File: src/fepc_map.svh
// Constants of the fast Ethernet coding path: code groups, seeds and counts.
`ifndef FEPC_MAP_SVH
`define FEPC_MAP_SVH

// ----------------------------------------------------------------------------
// Control code groups, leftmost bit sent first
// ----------------------------------------------------------------------------
`define FEPC_CG_IDLE 5'h1F
`define FEPC_CG_J 5'h18
`define FEPC_CG_K 5'h11
`define FEPC_CG_T 5'h0D
`define FEPC_CG_R 5'h07
`define FEPC_CG_H 5'h04
`define FEPC_JK_PAIR 10'h311

// ----------------------------------------------------------------------------
// Scrambler and line timing
// ----------------------------------------------------------------------------
`define FEPC_LFSR_W 11
`define FEPC_LFSR_TAP_HI 10
`define FEPC_LFSR_TAP_LO 8
`define FEPC_LFSR_SEED 11'h7FF
`define FEPC_GROUP_BITS 5
`define FEPC_BIT_LAST 3'h4
`define FEPC_BIT_PRELOAD 3'h3
`define FEPC_PREAMBLE_NIB 4'h5
`define FEPC_LOCK_BITS 7'h3C
`define FEPC_EDGE_GAP_MAX 6'h3F

`endif

File: src/fepc_pkg.sv
// Types and code-group tables of the fast Ethernet coding path.
`include "fepc_map.svh"

package fepc_pkg;

  // --------------------------------------------------------------------------
  // Carriers
  // --------------------------------------------------------------------------
  typedef struct packed {
    logic en;
    logic er;
    logic [3:0] d;
  } fepc_mii_tx_s;

  typedef struct packed {
    logic dv;
    logic er;
    logic [3:0] d;
  } fepc_mii_rx_s;

  typedef enum logic [1:0] {
    FEPC_LVL_ZERO,
    FEPC_LVL_PLUS,
    FEPC_LVL_MINUS
  } fepc_lvl_e;

  // --------------------------------------------------------------------------
  // Data code-group table
  // --------------------------------------------------------------------------
  function automatic logic [4:0] fepc_enc(input logic [3:0] nib);
    logic [4:0] cg;
    case (nib)
      4'h0: cg = 5'h1E;
      4'h1: cg = 5'h09;
      4'h2: cg = 5'h14;
      4'h3: cg = 5'h15;
      4'h4: cg = 5'h0A;
      4'h5: cg = 5'h0B;
      4'h6: cg = 5'h0E;
      4'h7: cg = 5'h0F;
      4'h8: cg = 5'h12;
      4'h9: cg = 5'h13;
      4'hA: cg = 5'h16;
      4'hB: cg = 5'h17;
      4'hC: cg = 5'h1A;
      4'hD: cg = 5'h1B;
      4'hE: cg = 5'h1C;
      default: cg = 5'h1D;
    endcase
    return cg;
  endfunction : fepc_enc

  // Returns {valid, nibble}; anything outside the data table is invalid.
  function automatic logic [4:0] fepc_dec(input logic [4:0] cg);
    logic [4:0] r;
    r = 5'h00;
    for (int i = 0; i < 16; i++)
    begin
      if (fepc_enc(4'(i)) == cg)
      begin
        r = {1'b1, 4'(i)};
      end
    end
    return r;
  endfunction : fepc_dec

endpackage : fepc_pkg

File: src/fepc_lfsr.sv
// Eleven-bit scrambler key generator, shared by transmit and receive.
`timescale 1ns/10ps
`include "fepc_map.svh"

module fepc_lfsr
  import fepc_pkg::*;
(
  // Clock and reset
  input wire logic clk_i,
  input wire logic rst_b_i,
  // Control
  input wire logic load_en_i,
  input wire logic load_bit_i,
  // Key
  output logic key_o
);

  logic [`FEPC_LFSR_W-1:0] state;

  // Feedback of x^11 + x^9 + 1 gives a period of 2047 bits.
  assign key_o = state[`FEPC_LFSR_TAP_HI] ^ state[`FEPC_LFSR_TAP_LO];

  // While loading, received key bits are shifted in so a far-end key is learned.
  always_ff @(posedge clk_i or negedge rst_b_i)
  begin
    if (!rst_b_i)
    begin
      state <= `FEPC_LFSR_SEED;
    end
    else
    begin
      state <= {state[`FEPC_LFSR_W-2:0], load_en_i ? load_bit_i : key_o};
    end
  end

endmodule : fepc_lfsr

File: src/fepc_top.sv
// Digital coding path of a 100 Mbps twisted-pair transceiver.
//
// Overview of operation
// - Serialise MII transmit nibbles to a bit stream.
// - Encode 4B/5B first, then scramble.
// - Scrambled bits go NRZI, then MLT-3 out.
// - Scrambler is an 11-bit LFSR.
// - 2047-bit sequence, receiver descrambles with same.
// - Received MLT-3 levels become an NRZI stream.
// - Take one bit per clock; NRZI edges only detect silence; make NRZ.
// - Descramble first, then 4B/5B decode.
// - Deserialise decoded groups to MII receive nibbles.
`timescale 1ns/10ps
`include "fepc_map.svh"

module fepc_top
  import fepc_pkg::*;
(
  // Clock and reset
  input wire logic clk_i,
  input wire logic rst_b_i,
  // MII transmit side from the MAC
  input wire fepc_mii_tx_s tx_i,
  output logic tx_take_o,
  // Line transmit side
  output fepc_lvl_e tx_line_o,
  // Line receive side from the slicer
  input wire fepc_lvl_e rx_line_i,
  // MII receive side to the MAC
  output fepc_mii_rx_s rx_o,
  output logic rx_stb_o,
  // Status
  output logic rx_lock_o
);

  typedef enum {TX_IDLE, TX_K, TX_DATA, TX_R} fepc_tx_e;
  typedef enum {RX_HUNT, RX_FRAME} fepc_rx_e;

  // --------------------------------------------------------------------------
  // Transmit serialiser and encoder
  // --------------------------------------------------------------------------
  // Each clock carries one code bit; a group takes five clocks.
  logic [2:0] tx_bcnt;
  logic [4:0] tx_sreg;
  logic [4:0] next_cg;
  fepc_tx_e tx_st;
  fepc_tx_e next_tx_st;
  logic tx_key;
  logic tx_scr;
  logic tx_nrzi;
  logic tx_nrzi_d;
  logic [1:0] tx_phase;

  always_ff @(posedge clk_i or negedge rst_b_i)
  begin
    if (!rst_b_i)
    begin
      tx_bcnt <= 3'h0;
    end
    else
    begin
      tx_bcnt <= (tx_bcnt == `FEPC_BIT_LAST) ? 3'h0 : tx_bcnt + 3'h1;
    end
  end

  // The MAC is told one cycle ahead so its nibble stands on the loading edge.
  always_ff @(posedge clk_i or negedge rst_b_i)
  begin
    if (!rst_b_i)
    begin
      tx_take_o <= 1'b0;
    end
    else
    begin
      tx_take_o <= (tx_bcnt == `FEPC_BIT_PRELOAD);
    end
  end

  // The first preamble octet is replaced by the start delimiter pair.
  always_comb
  begin
    next_cg = `FEPC_CG_IDLE;
    next_tx_st = tx_st;
    case (tx_st)
      TX_IDLE:
      begin
        if (tx_i.en)
        begin
          next_cg = `FEPC_CG_J;
          next_tx_st = TX_K;
        end
      end
      TX_K:
      begin
        next_cg = `FEPC_CG_K;
        next_tx_st = TX_DATA;
      end
      TX_DATA:
      begin
        if (!tx_i.en)
        begin
          next_cg = `FEPC_CG_T;
          next_tx_st = TX_R;
        end
        else if (tx_i.er)
        begin
          next_cg = `FEPC_CG_H;
        end
        else
        begin
          next_cg = fepc_enc(tx_i.d);
        end
      end
      TX_R:
      begin
        next_cg = `FEPC_CG_R;
        next_tx_st = TX_IDLE;
      end
      default:
      begin
        next_tx_st = TX_IDLE;
      end
    endcase
  end

  always_ff @(posedge clk_i or negedge rst_b_i)
  begin
    if (!rst_b_i)
    begin
      tx_st <= TX_IDLE;
      tx_sreg <= `FEPC_CG_IDLE;
    end
    else if (tx_bcnt == `FEPC_BIT_LAST)
    begin
      tx_st <= next_tx_st;
      tx_sreg <= next_cg;
    end
    else
    begin
      tx_sreg <= {tx_sreg[3:0], 1'b0};
    end
  end

  // --------------------------------------------------------------------------
  // Transmit scrambler, NRZI and MLT-3
  // --------------------------------------------------------------------------
  fepc_lfsr u_tx_lfsr (
    .clk_i(clk_i),
    .rst_b_i(rst_b_i),
    .load_en_i(1'b0),
    .load_bit_i(1'b0),
    .key_o(tx_key)
  );

  assign tx_scr = tx_sreg[4] ^ tx_key;

  always_ff @(posedge clk_i or negedge rst_b_i)
  begin
    if (!rst_b_i)
    begin
      tx_nrzi <= 1'b0;
      tx_nrzi_d <= 1'b0;
    end
    else
    begin
      tx_nrzi <= tx_nrzi ^ tx_scr;
      tx_nrzi_d <= tx_nrzi;
    end
  end

  // MLT-3 walks zero, plus, zero, minus on every NRZI transition.
  always_ff @(posedge clk_i or negedge rst_b_i)
  begin
    if (!rst_b_i)
    begin
      tx_phase <= 2'h0;
      tx_line_o <= FEPC_LVL_ZERO;
    end
    else if (tx_nrzi != tx_nrzi_d)
    begin
      tx_phase <= tx_phase + 2'h1;
      case (tx_phase + 2'h1)
        2'h1: tx_line_o <= FEPC_LVL_PLUS;
        2'h3: tx_line_o <= FEPC_LVL_MINUS;
        default: tx_line_o <= FEPC_LVL_ZERO;
      endcase
    end
  end

  // --------------------------------------------------------------------------
  // Receive front end: MLT-3 to NRZI to NRZ, edge tracking
  // --------------------------------------------------------------------------
  fepc_lvl_e rx_s1;
  fepc_lvl_e rx_s2;
  fepc_lvl_e rx_s3;
  logic rx_nrzi;
  logic rx_nrzi_d;
  logic rx_nrz;
  logic [5:0] rx_gap;

  always_ff @(posedge clk_i or negedge rst_b_i)
  begin
    if (!rst_b_i)
    begin
      rx_s1 <= FEPC_LVL_ZERO;
      rx_s2 <= FEPC_LVL_ZERO;
      rx_s3 <= FEPC_LVL_ZERO;
    end
    else
    begin
      rx_s1 <= rx_line_i;
      rx_s2 <= rx_s1;
      rx_s3 <= rx_s2;
    end
  end

  always_ff @(posedge clk_i or negedge rst_b_i)
  begin
    if (!rst_b_i)
    begin
      rx_nrzi <= 1'b0;
      rx_nrzi_d <= 1'b0;
    end
    else
    begin
      rx_nrzi <= rx_nrzi ^ (rx_s2 != rx_s3);
      rx_nrzi_d <= rx_nrzi;
    end
  end

  assign rx_nrz = rx_nrzi ^ rx_nrzi_d;

  // Each clock carries one bit; NRZI edges restart the gap count, and a long silence means no signal.
  // Scrambled idle keeps edges dense, so the gap limit is generous.
  always_ff @(posedge clk_i or negedge rst_b_i)
  begin
    if (!rst_b_i)
    begin
      rx_gap <= `FEPC_EDGE_GAP_MAX;
    end
    else if (rx_nrz)
    begin
      rx_gap <= 6'h00;
    end
    else if (rx_gap != `FEPC_EDGE_GAP_MAX)
    begin
      rx_gap <= rx_gap + 6'h01;
    end
  end

  // --------------------------------------------------------------------------
  // Descrambler
  // --------------------------------------------------------------------------
  logic rx_key;
  logic rx_plain;
  logic dsc_lock;
  logic [6:0] dsc_cnt;

  // Idle is all ones, so the key bit is the inverted line bit until locked.
  fepc_lfsr u_rx_lfsr (
    .clk_i(clk_i),
    .rst_b_i(rst_b_i),
    .load_en_i(!dsc_lock),
    .load_bit_i(!rx_nrz),
    .key_o(rx_key)
  );

  assign rx_plain = rx_nrz ^ rx_key;

  always_ff @(posedge clk_i or negedge rst_b_i)
  begin
    if (!rst_b_i)
    begin
      dsc_lock <= 1'b0;
      dsc_cnt <= 7'h00;
    end
    else if (rx_gap == `FEPC_EDGE_GAP_MAX)
    begin
      dsc_lock <= 1'b0;
      dsc_cnt <= 7'h00;
    end
    else if (!dsc_lock)
    begin
      dsc_cnt <= rx_plain ? dsc_cnt + 7'h01 : 7'h00;
      dsc_lock <= rx_plain && (dsc_cnt == `FEPC_LOCK_BITS - 7'h01);
    end
  end

  always_ff @(posedge clk_i or negedge rst_b_i)
  begin
    if (!rst_b_i)
    begin
      rx_lock_o <= 1'b0;
    end
    else
    begin
      rx_lock_o <= dsc_lock;
    end
  end

  // --------------------------------------------------------------------------
  // Receive alignment, decoder and deserialiser
  // --------------------------------------------------------------------------
  logic [8:0] rx_win;
  logic [4:0] rx_cg;
  logic [4:0] rx_dec;
  logic [2:0] rx_bcnt;
  fepc_rx_e rx_st;

  assign rx_cg = {rx_win[3:0], rx_plain};
  assign rx_dec = fepc_dec(rx_cg);

  always_ff @(posedge clk_i or negedge rst_b_i)
  begin
    if (!rst_b_i)
    begin
      rx_win <= 9'h000;
    end
    else
    begin
      rx_win <= {rx_win[7:0], rx_plain};
    end
  end

  // Groups are framed by the start delimiter; the delimiter pair is
  // handed on as a single preamble nibble, half of a preamble octet.
  always_ff @(posedge clk_i or negedge rst_b_i)
  begin
    if (!rst_b_i)
    begin
      rx_st <= RX_HUNT;
      rx_bcnt <= 3'h0;
      rx_o <= '0;
      rx_stb_o <= 1'b0;
    end
    else
    begin
      rx_stb_o <= 1'b0;
      case (rx_st)
        RX_HUNT:
        begin
          // The last reported state stands until the next strobe, so the MAC never sees
          // a change of the receive nibble without a strobe beside it.
          if (dsc_lock && {rx_win, rx_plain} == `FEPC_JK_PAIR)
          begin
            rx_st <= RX_FRAME;
            rx_bcnt <= 3'h0;
            rx_o <= '{dv: 1'b1, er: 1'b0, d: `FEPC_PREAMBLE_NIB};
            rx_stb_o <= 1'b1;
          end
        end
        RX_FRAME:
        begin
          if (!dsc_lock)
          begin
            rx_st <= RX_HUNT;
            rx_o <= '0;
            rx_stb_o <= 1'b1;
          end
          else if (rx_bcnt != `FEPC_BIT_LAST)
          begin
            rx_bcnt <= rx_bcnt + 3'h1;
          end
          else
          begin
            rx_bcnt <= 3'h0;
            rx_stb_o <= 1'b1;
            if (rx_cg == `FEPC_CG_T)
            begin
              rx_st <= RX_HUNT;
              rx_o <= '0;
            end
            else if (rx_cg == `FEPC_CG_IDLE)
            begin
              // Idle inside a frame is a premature end and is reported.
              rx_st <= RX_HUNT;
              rx_o <= '{dv: 1'b0, er: 1'b1, d: 4'h0};
            end
            else if (rx_cg == `FEPC_CG_K)
            begin
              rx_o <= '{dv: 1'b1, er: 1'b0, d: `FEPC_PREAMBLE_NIB};
            end
            else
            begin
              rx_o <= '{dv: 1'b1, er: !rx_dec[4], d: rx_dec[3:0]};
            end
          end
        end
        default:
        begin
          rx_st <= RX_HUNT;
        end
      endcase
    end
  end

endmodule : fepc_top

File: config.mk
export PLATFORM = sky130hd
export DESIGN_NAME = fepc_top
export DESIGN_NICKNAME = d
export VERILOG_FILES = /design/src/fepc_pkg.sv /design/src/fepc_lfsr.sv /design/src/fepc_top.sv
export VERILOG_INCLUDE_DIRS = /design/src /design/src/src
export SDC_FILE = /design/constraint.sdc
export NUM_CORES = 1
export LEC_CHECK = 0
export ABC_AREA = 1
export BUFFER_PORTS_ARGS = -buffer_cell sky130_fd_sc_hd__buf_2
export CAP_MARGIN = 15
export CORE_MARGIN = 4
export CORE_UTILIZATION = 40
export DETAILED_ROUTE_END_ITERATION = 10
export SLEW_MARGIN = 20
export SYNTH_ARGS = -nofsm -noshare
export SYNTH_HDL_FRONTEND = slang
export SYNTH_HIERARCHICAL = 1
export SYNTH_SLANG_ARGS = --single-unit
File: constraint.sdc
create_clock -name clk_i -period 2.3 [get_ports clk_i]
set_clock_uncertainty 0.15 [all_clocks]
set_input_delay 0.115 -clock clk_i [delete_from_list [all_inputs] [get_ports clk_i]]
set_output_delay 0.115 -clock clk_i [all_outputs]
set_load 0.005 [all_outputs]
After elaboration in Yosys (flattened, before gate mapping)
Memories as Yosys holds them, arrays and structs flattened.
Cells that the tools add are included.
{ "word_totals": {"register_bits": 143, "latchBits": 0, "ram_bits": 0, "rom_bits": 80, "inputBits": 10, "out_inout_bits": 11, "wordCells": 147, "n_memories": 1} }
{ "memory_table": {"columns": ["memory", "words", "word_bits", "rd", "rd_clocked_by_memory_dff", "write_ports", "line_no", "source"], "rows": [
  ["(no name shown)", 16, 5, 1, 0, 0, "fepc_pkg.sv:32", "case (nib)"]
]} }
{ "classes": {"add_sub_neg": 5, "n_mul": 0, "div_mod_pow": 0, "order_cmp": 0, "eq_ne": 41, "shift": 0, "muxes": 55, "bitwise_logic": 7, "n_reduce_logical": 12} }
{ "op_table": {"columns": ["cell", "n"], "rows": [
  ["$mux 32", 7],
  ["$mux 5", 20],
  ["$pmux 32 s3", 1],
  ["$eq 32x1->1 const B", 2],
  ["$eq 32x2->1 const B", 2],
  ["$logic_not 32->1", 2],
  ["$pmux 32 s2", 1],
  ["$eq 5x5->1 const A", 11],
  ["$mux 6", 7],
  ["$eq 4x5->1 const A", 5],
  ["$mux 7", 3],
  ["$pmux 5 s4", 1],
  ["$mux 3", 5],
  ["$pmux 6 s2", 1],
  ["$reduce_and 3->1", 4],
  ["$eq 10x10->1 const B", 1],
  ["$eq 5x5->1 const B", 2],
  ["$ne 2x2->1 const B", 4],
  ["$add 7x1->7 const B", 1],
  ["$eq 7x6->1 const B", 1],
  ["$xor 1x1->1", 7],
  ["$add 3x1->3 const B", 2],
  ["$add 6x1->6 const B", 1],
  ["$eq 6x6->1 const B", 1],
  ["19 further kinds", 28]
]} }

Logic depth before layout (Yosys ltp)
{ "logic_depth": {"word_depth": 26, "depth_mapped": 12, "mapped_depth_nobuf": 12} }

Modules after synthesis
Netlist, hierarchy kept.
{ "by_module_without_submodules": {"columns": ["mod", "instances", "cells_per_inst", "area_each_um2", "seq_area_each_um2"], "rows": [
  ["fepc_top", 1, 330, 2975.4, 1515.2],
  ["fepc_lfsr", 2, 20, 326.6, 289.0]
]} }

Least setup slack after synthesis
No wires, ideal clock.
{ "synth_timing": {"path_kind": "register to register", "from": "register rx_gap[0]", "to": "register dsc_cnt[2]", "setup_time_ns": 0.124, "t_arrival_ns": 1.475, "required_ns": 2.026, "setup_slack_ns": 0.551, "path_stages_with_launch": 10, "path_buffers": 0, "synth_period_minus_slack_ns": 1.749, "cell_sequence": "dfstp_2 -> ha_1 -> nand2_1 -> nor2_2 -> nand2_2 -> inv_2 -> nor2_4 -> clkinv_2 -> nand2_1 -> nor3b_2"} }
{ "synth_via": {"elab_chain_len": 2, "word_cells_on_any_way": 3, "cone_classes": "eq/ne: 2; mux: 1"} }
{ "synth_lines": {"columns": ["item", "line_no", "source"], "rows": [
  ["from (decl)", "fepc_top.sv:199", "logic [5:0] rx_gap;"],
  ["from (signal assigned)", "fepc_top.sv:239", "rx_gap <= `FEPC_EDGE_GAP_MAX;"],
  ["from (signal assigned)", "fepc_top.sv:247", "rx_gap <= rx_gap + 6'h01;"],
  ["$eq 6x6->1 (no source line) (*)", null, null],
  ["$ne 2x1->1 (no source line) / $mux 7 (equally long branches)", null, null],
  ["to (signal assigned)", "fepc_top.sv:284", "dsc_cnt <= rx_plain ? dsc_cnt + 7'h01 : 7'h00;"],
  ["to (decl)", "fepc_top.sv:257", "logic [6:0] dsc_cnt;"]
]} }
Mark *: on every way between the ends. The rest lies on a longest branch, timed or not.
A chain may end at the register's enable or synchronous reset.

Worst setup path after layout
{ "layout_timing": {"from": "register tx_st[0]", "to": "register tx_sreg[4]"} }
{ "layout_via": {"elab_chain_len": 3, "word_cells_on_any_way": 6, "cone_classes": "eq/ne: 3; mux: 2; reduce/logical: 1"} }
{ "layout_lines": {"columns": ["item", "line_no", "source"], "rows": [
  ["from (decl)", "fepc_top.sv:46", "fepc_tx_e tx_st;"],
  ["from (signal assigned)", "fepc_top.sv:135", "tx_st <= next_tx_st;"],
  ["$eq 32x2->1, or another cell as far along", "fepc_top.sv:84", "case (tx_st)"],
  ["$pmux 5 s4 (*)", "fepc_top.sv:84", null],
  ["$mux 5 (*)", "fepc_top.sv:133", "else if (tx_bcnt == `FEPC_BIT_LAST)"],
  ["to (signal assigned)", "fepc_top.sv:131", "tx_sreg <= `FEPC_CG_IDLE;"],
  ["to (signal assigned)", "fepc_top.sv:136", "tx_sreg <= next_cg;"],
  ["to (signal assigned)", "fepc_top.sv:140", "tx_sreg <= {tx_sreg[3:0], 1'b0};"],
  ["to (decl)", "fepc_top.sv:44", "logic [4:0] tx_sreg;"]
]} }
Marks and branches as above.

==> results.yml <==
placed_design:
  pre_cts_slack_ns: 0.3988
  placed_cell_area_um2: 3876
  dpl.cell_count: 500
  dp_hpwl_mm: 4.164
  port_buffers: 20
  globalplace.congestion: 0.9082
yosys:
  ys_types: 38
  synth_top_cell_area_share_pct: 33.79
  syn_avg_cell_area_um2: 9.807
  syn-instance-count: 370
  ys_seq_area_share_pct: 57.69
  synth_area_um2: 3628
  ys_warn_count: 6
  synth_top_area_cell: "dfrtp_1"
  ys_seq_elements: 82
  synth_area_leaders: "dfrtp_1 34%, dfstp_2 24%, nand2_1 6.8%, ha_1 4.5%, inv_1 4.3%"
floorplanning:
  coreArea_um2: 8763
  die_area_um2: 10660
  rows: 34
  die_h_um: 103.2
  start_util_pct: 41.40
  die_w_um: 103.2
  io_pins: 21
setup_path:
  critPathMaxFanout: 5
  worstPathCellList: "inv_1 > ha_1 > nand2_1 > nor2_1 > o21ai_0 > dlygate4sd3_1 > a31oi_1"
  path_buf_inv: 2
  worstSetupEndpointType: "register"
  crit_required_ns: 2.43
  setup.worst_path.start_class: "register"
  crit_type: "register to register"
  slowest_stage: "dlygate4sd3_1"
  critPathArrivalTime_ns: 2.14
  slowest_delay_ns: 0.56
  crit_family: "buffers and inverters"
worst_hold_path:
  hold_class: "input port to async pin"
outcome:
  outcome: "complete, no violations"
route:
  firstDrtPassIters: 5
  wirelength_mm: 5.869
  via_per_inst: 4.789
  drtIter0Drc: 86
  drc: 0
  ant_nets: 0
  vias: 2524
  wl_per_cell_um: 11.14
cts:
  cts.sinks: 82
  clockBufferDepth: 2
  root_buffer: "clkbuf_8"
  cts_tree: "done"
  cts_made_buffers: 9
  clk_pin_slew_ns: 0.08
  htreeDepth: 3
  worstSkewPairLatency_ns: 0.35
  post_cts_buffers: 0
global_route:
  grt_max_degree: 37
  grt_remaining_overflow: 0
  grt_pass1_wl_mm: 10.50
  antenna_found_initial: 0
  grt_pass1_vias: 2450
  grt_util_all_layers_pct: 12.56
run:
  cap_violations: 0
cells_and_area:
  layout-drive-gt1-share_pct: 24.82
  fin_nets: 437
  fin_area_um2: 4208
  fillCellCount: 804
  diodes: 0
  final_cells: 527
  syn2layout_area_growth_pct: 15.97
power:
  power_uw: 4694
  vdd_ir_drop_max_v: 0.0003183
  power_density_nw_per_um2: 1116
  cellLeakagePower_uw: 0.001995
sta:
  max_freq_mhz: 497.6
  tns_ns: 0
  slew_viol_final: 0
  maxSlewHeadroom_pct: 59.52
  worstMarginPinSlew_ns: 0.5919
  hold_viol_final: 0
  final-setup-viol-count: 0
  rsz0062_at_grt: "no"
  fin_crit_sh_pct: 87.37
  layout_min_cycle_time_ns: 2.010
  fin_ws_ns: 0.2905
[sequential cells by signal (all words and copies together), names as in the netlist, 3 cells and up]
register,cells
u_rx_lfsr/state,11
u_tx_lfsr/state,11
rx_win,9
dsc_cnt,7
rx_gap,6
rx_o,6
tx_sreg,5
rx_bcnt,3
tx_bcnt,3
[cells in the mapped netlist]
library cell and instances:
inv_1 42, o21ai_0 22, nand4_4 1, nor2_2 4
xnor2_1 4, ha_1 13, a41oi_1 1, clkinv_2 1
o211ai_1 3, nor2_4 3, o21a_1 2, nor2_1 39
and2_1 2, buf_2 1, dfstp_2 33, nand2_2 4
nand4_1 4, o311ai_0 1, buf_4 2, conb_1 1
nor3_1 4, nand3_1 24, nand2_1 66, xor2_1 3
o21ai_2 1, o211a_1 1, dfrtp_1 49, inv_2 8
nor3b_2 1, a31oi_1 2, o31ai_1 1, mux2_2 2
a21oi_1 15, a2111oi_0 1, nand3_2 4, nand2_4 3
o21ai_1 1, nor3_4 1
[worst paths after layout]
kind / startpoint / to / slack, ns / depth (start not counted)
worst max-delay path: tx_st[0] / tx_sreg[4] / 0.29 / 7
worst min-delay path: rst_b_i / tx_line_o[1] / 0.09 / 2
worst max register to register: tx_st[0] / tx_sreg[4] / 0.29 / 7
worst min register to register: rx_s1[0] / rx_s2[0] / 0.20 / 0
max in group asynchronous: rst_b_i / u_tx_lfsr/state[9] / 1.27 / 3
min in group clk_i: tx_i[1] / tx_sreg[2] / 0.09 / 5
[worst reg2reg max path: stages (launching register included)]
cell,delay (ns)
dfrtp_1,0.42
inv_1,0.10
ha_1,0.24
nand2_1,0.10
nor2_1,0.14
o21ai_0,0.09
dlygate4sd3_1,0.56
a31oi_1,0.14
[routing by layer]
layer	share of wire, %	global-route usage [%]
met3	4.2	3.286
met2	45	19.39
met5	0	0
met4	2.5	6.574
met1	48	16.27
[power by group]
group          leakage, µW  switching [µW]  internal, µW  total [µW]
Clock             0.000109             522           605        1130
Sequential        0.000966             256          1910        2160
Combinational     0.000921             878           524        1400
[timing repair]
| action | CTS | global route |
|---|---|---|
| resized for setup | 0 | 0 |
| hold buffers | 11 | 0 |
| endpoints found under the hold margin | 79 | 0 |
[through the flow]
step	utilization, %	hold WS (ns)
2_1_floorplan	-	-0.3306
3_3_place_gp	44.23	-0.07386
3_5_place_dp	44.23	-0.07067
4_1_cts	48.02	0.07696
5_1_grt	48.02	0.09829
6_report	48.02	0.08757
[cell type report]
cell class	instances	area, µm²	area share, %
clock inverter	4	55.05	1.308
clock buffer	12	166.4	3.955
sequential	82	2093	49.75
inverter	51	192.7	4.579
timing repair buffer	34	235.2	5.590
multi-input combinational	236	1330	31.61
tap	108	135.1	3.211
[layout by cell type (no fill, tap or decap), types with 8 or more instances in the layout]
cell / instances
ha_1: 13
nor2_1: 39
clkbuf_8: 10
nand2_1: 66
buf_2: 19
inv_2: 8
dfrtp_1: 49
inv_1: 42
a21oi_1: 15
o21ai_0: 22
nand3_1: 24
dlygate4sd3_1: 11
dfstp_2: 33
[kinds of logic (layout without fill, tap and decap cells)]
group | Yosys count | in the layout | share of synthesized area [%]
buf+inv | 54 | 101 | 5.862
flops | 82 | 82 | 57.69
mux | 2 | 2 | 0.6206
xor+xnor | 7 | 7 | 1.690
fa+ha+maj | 13 | 13 | 4.483
other cells | 1 | 3 | 0.1033
compound gates | 51 | 51 | 8.069
simple gates | 160 | 160 | 21.48
No activity file was read; power rests on OpenSTA's default activity.
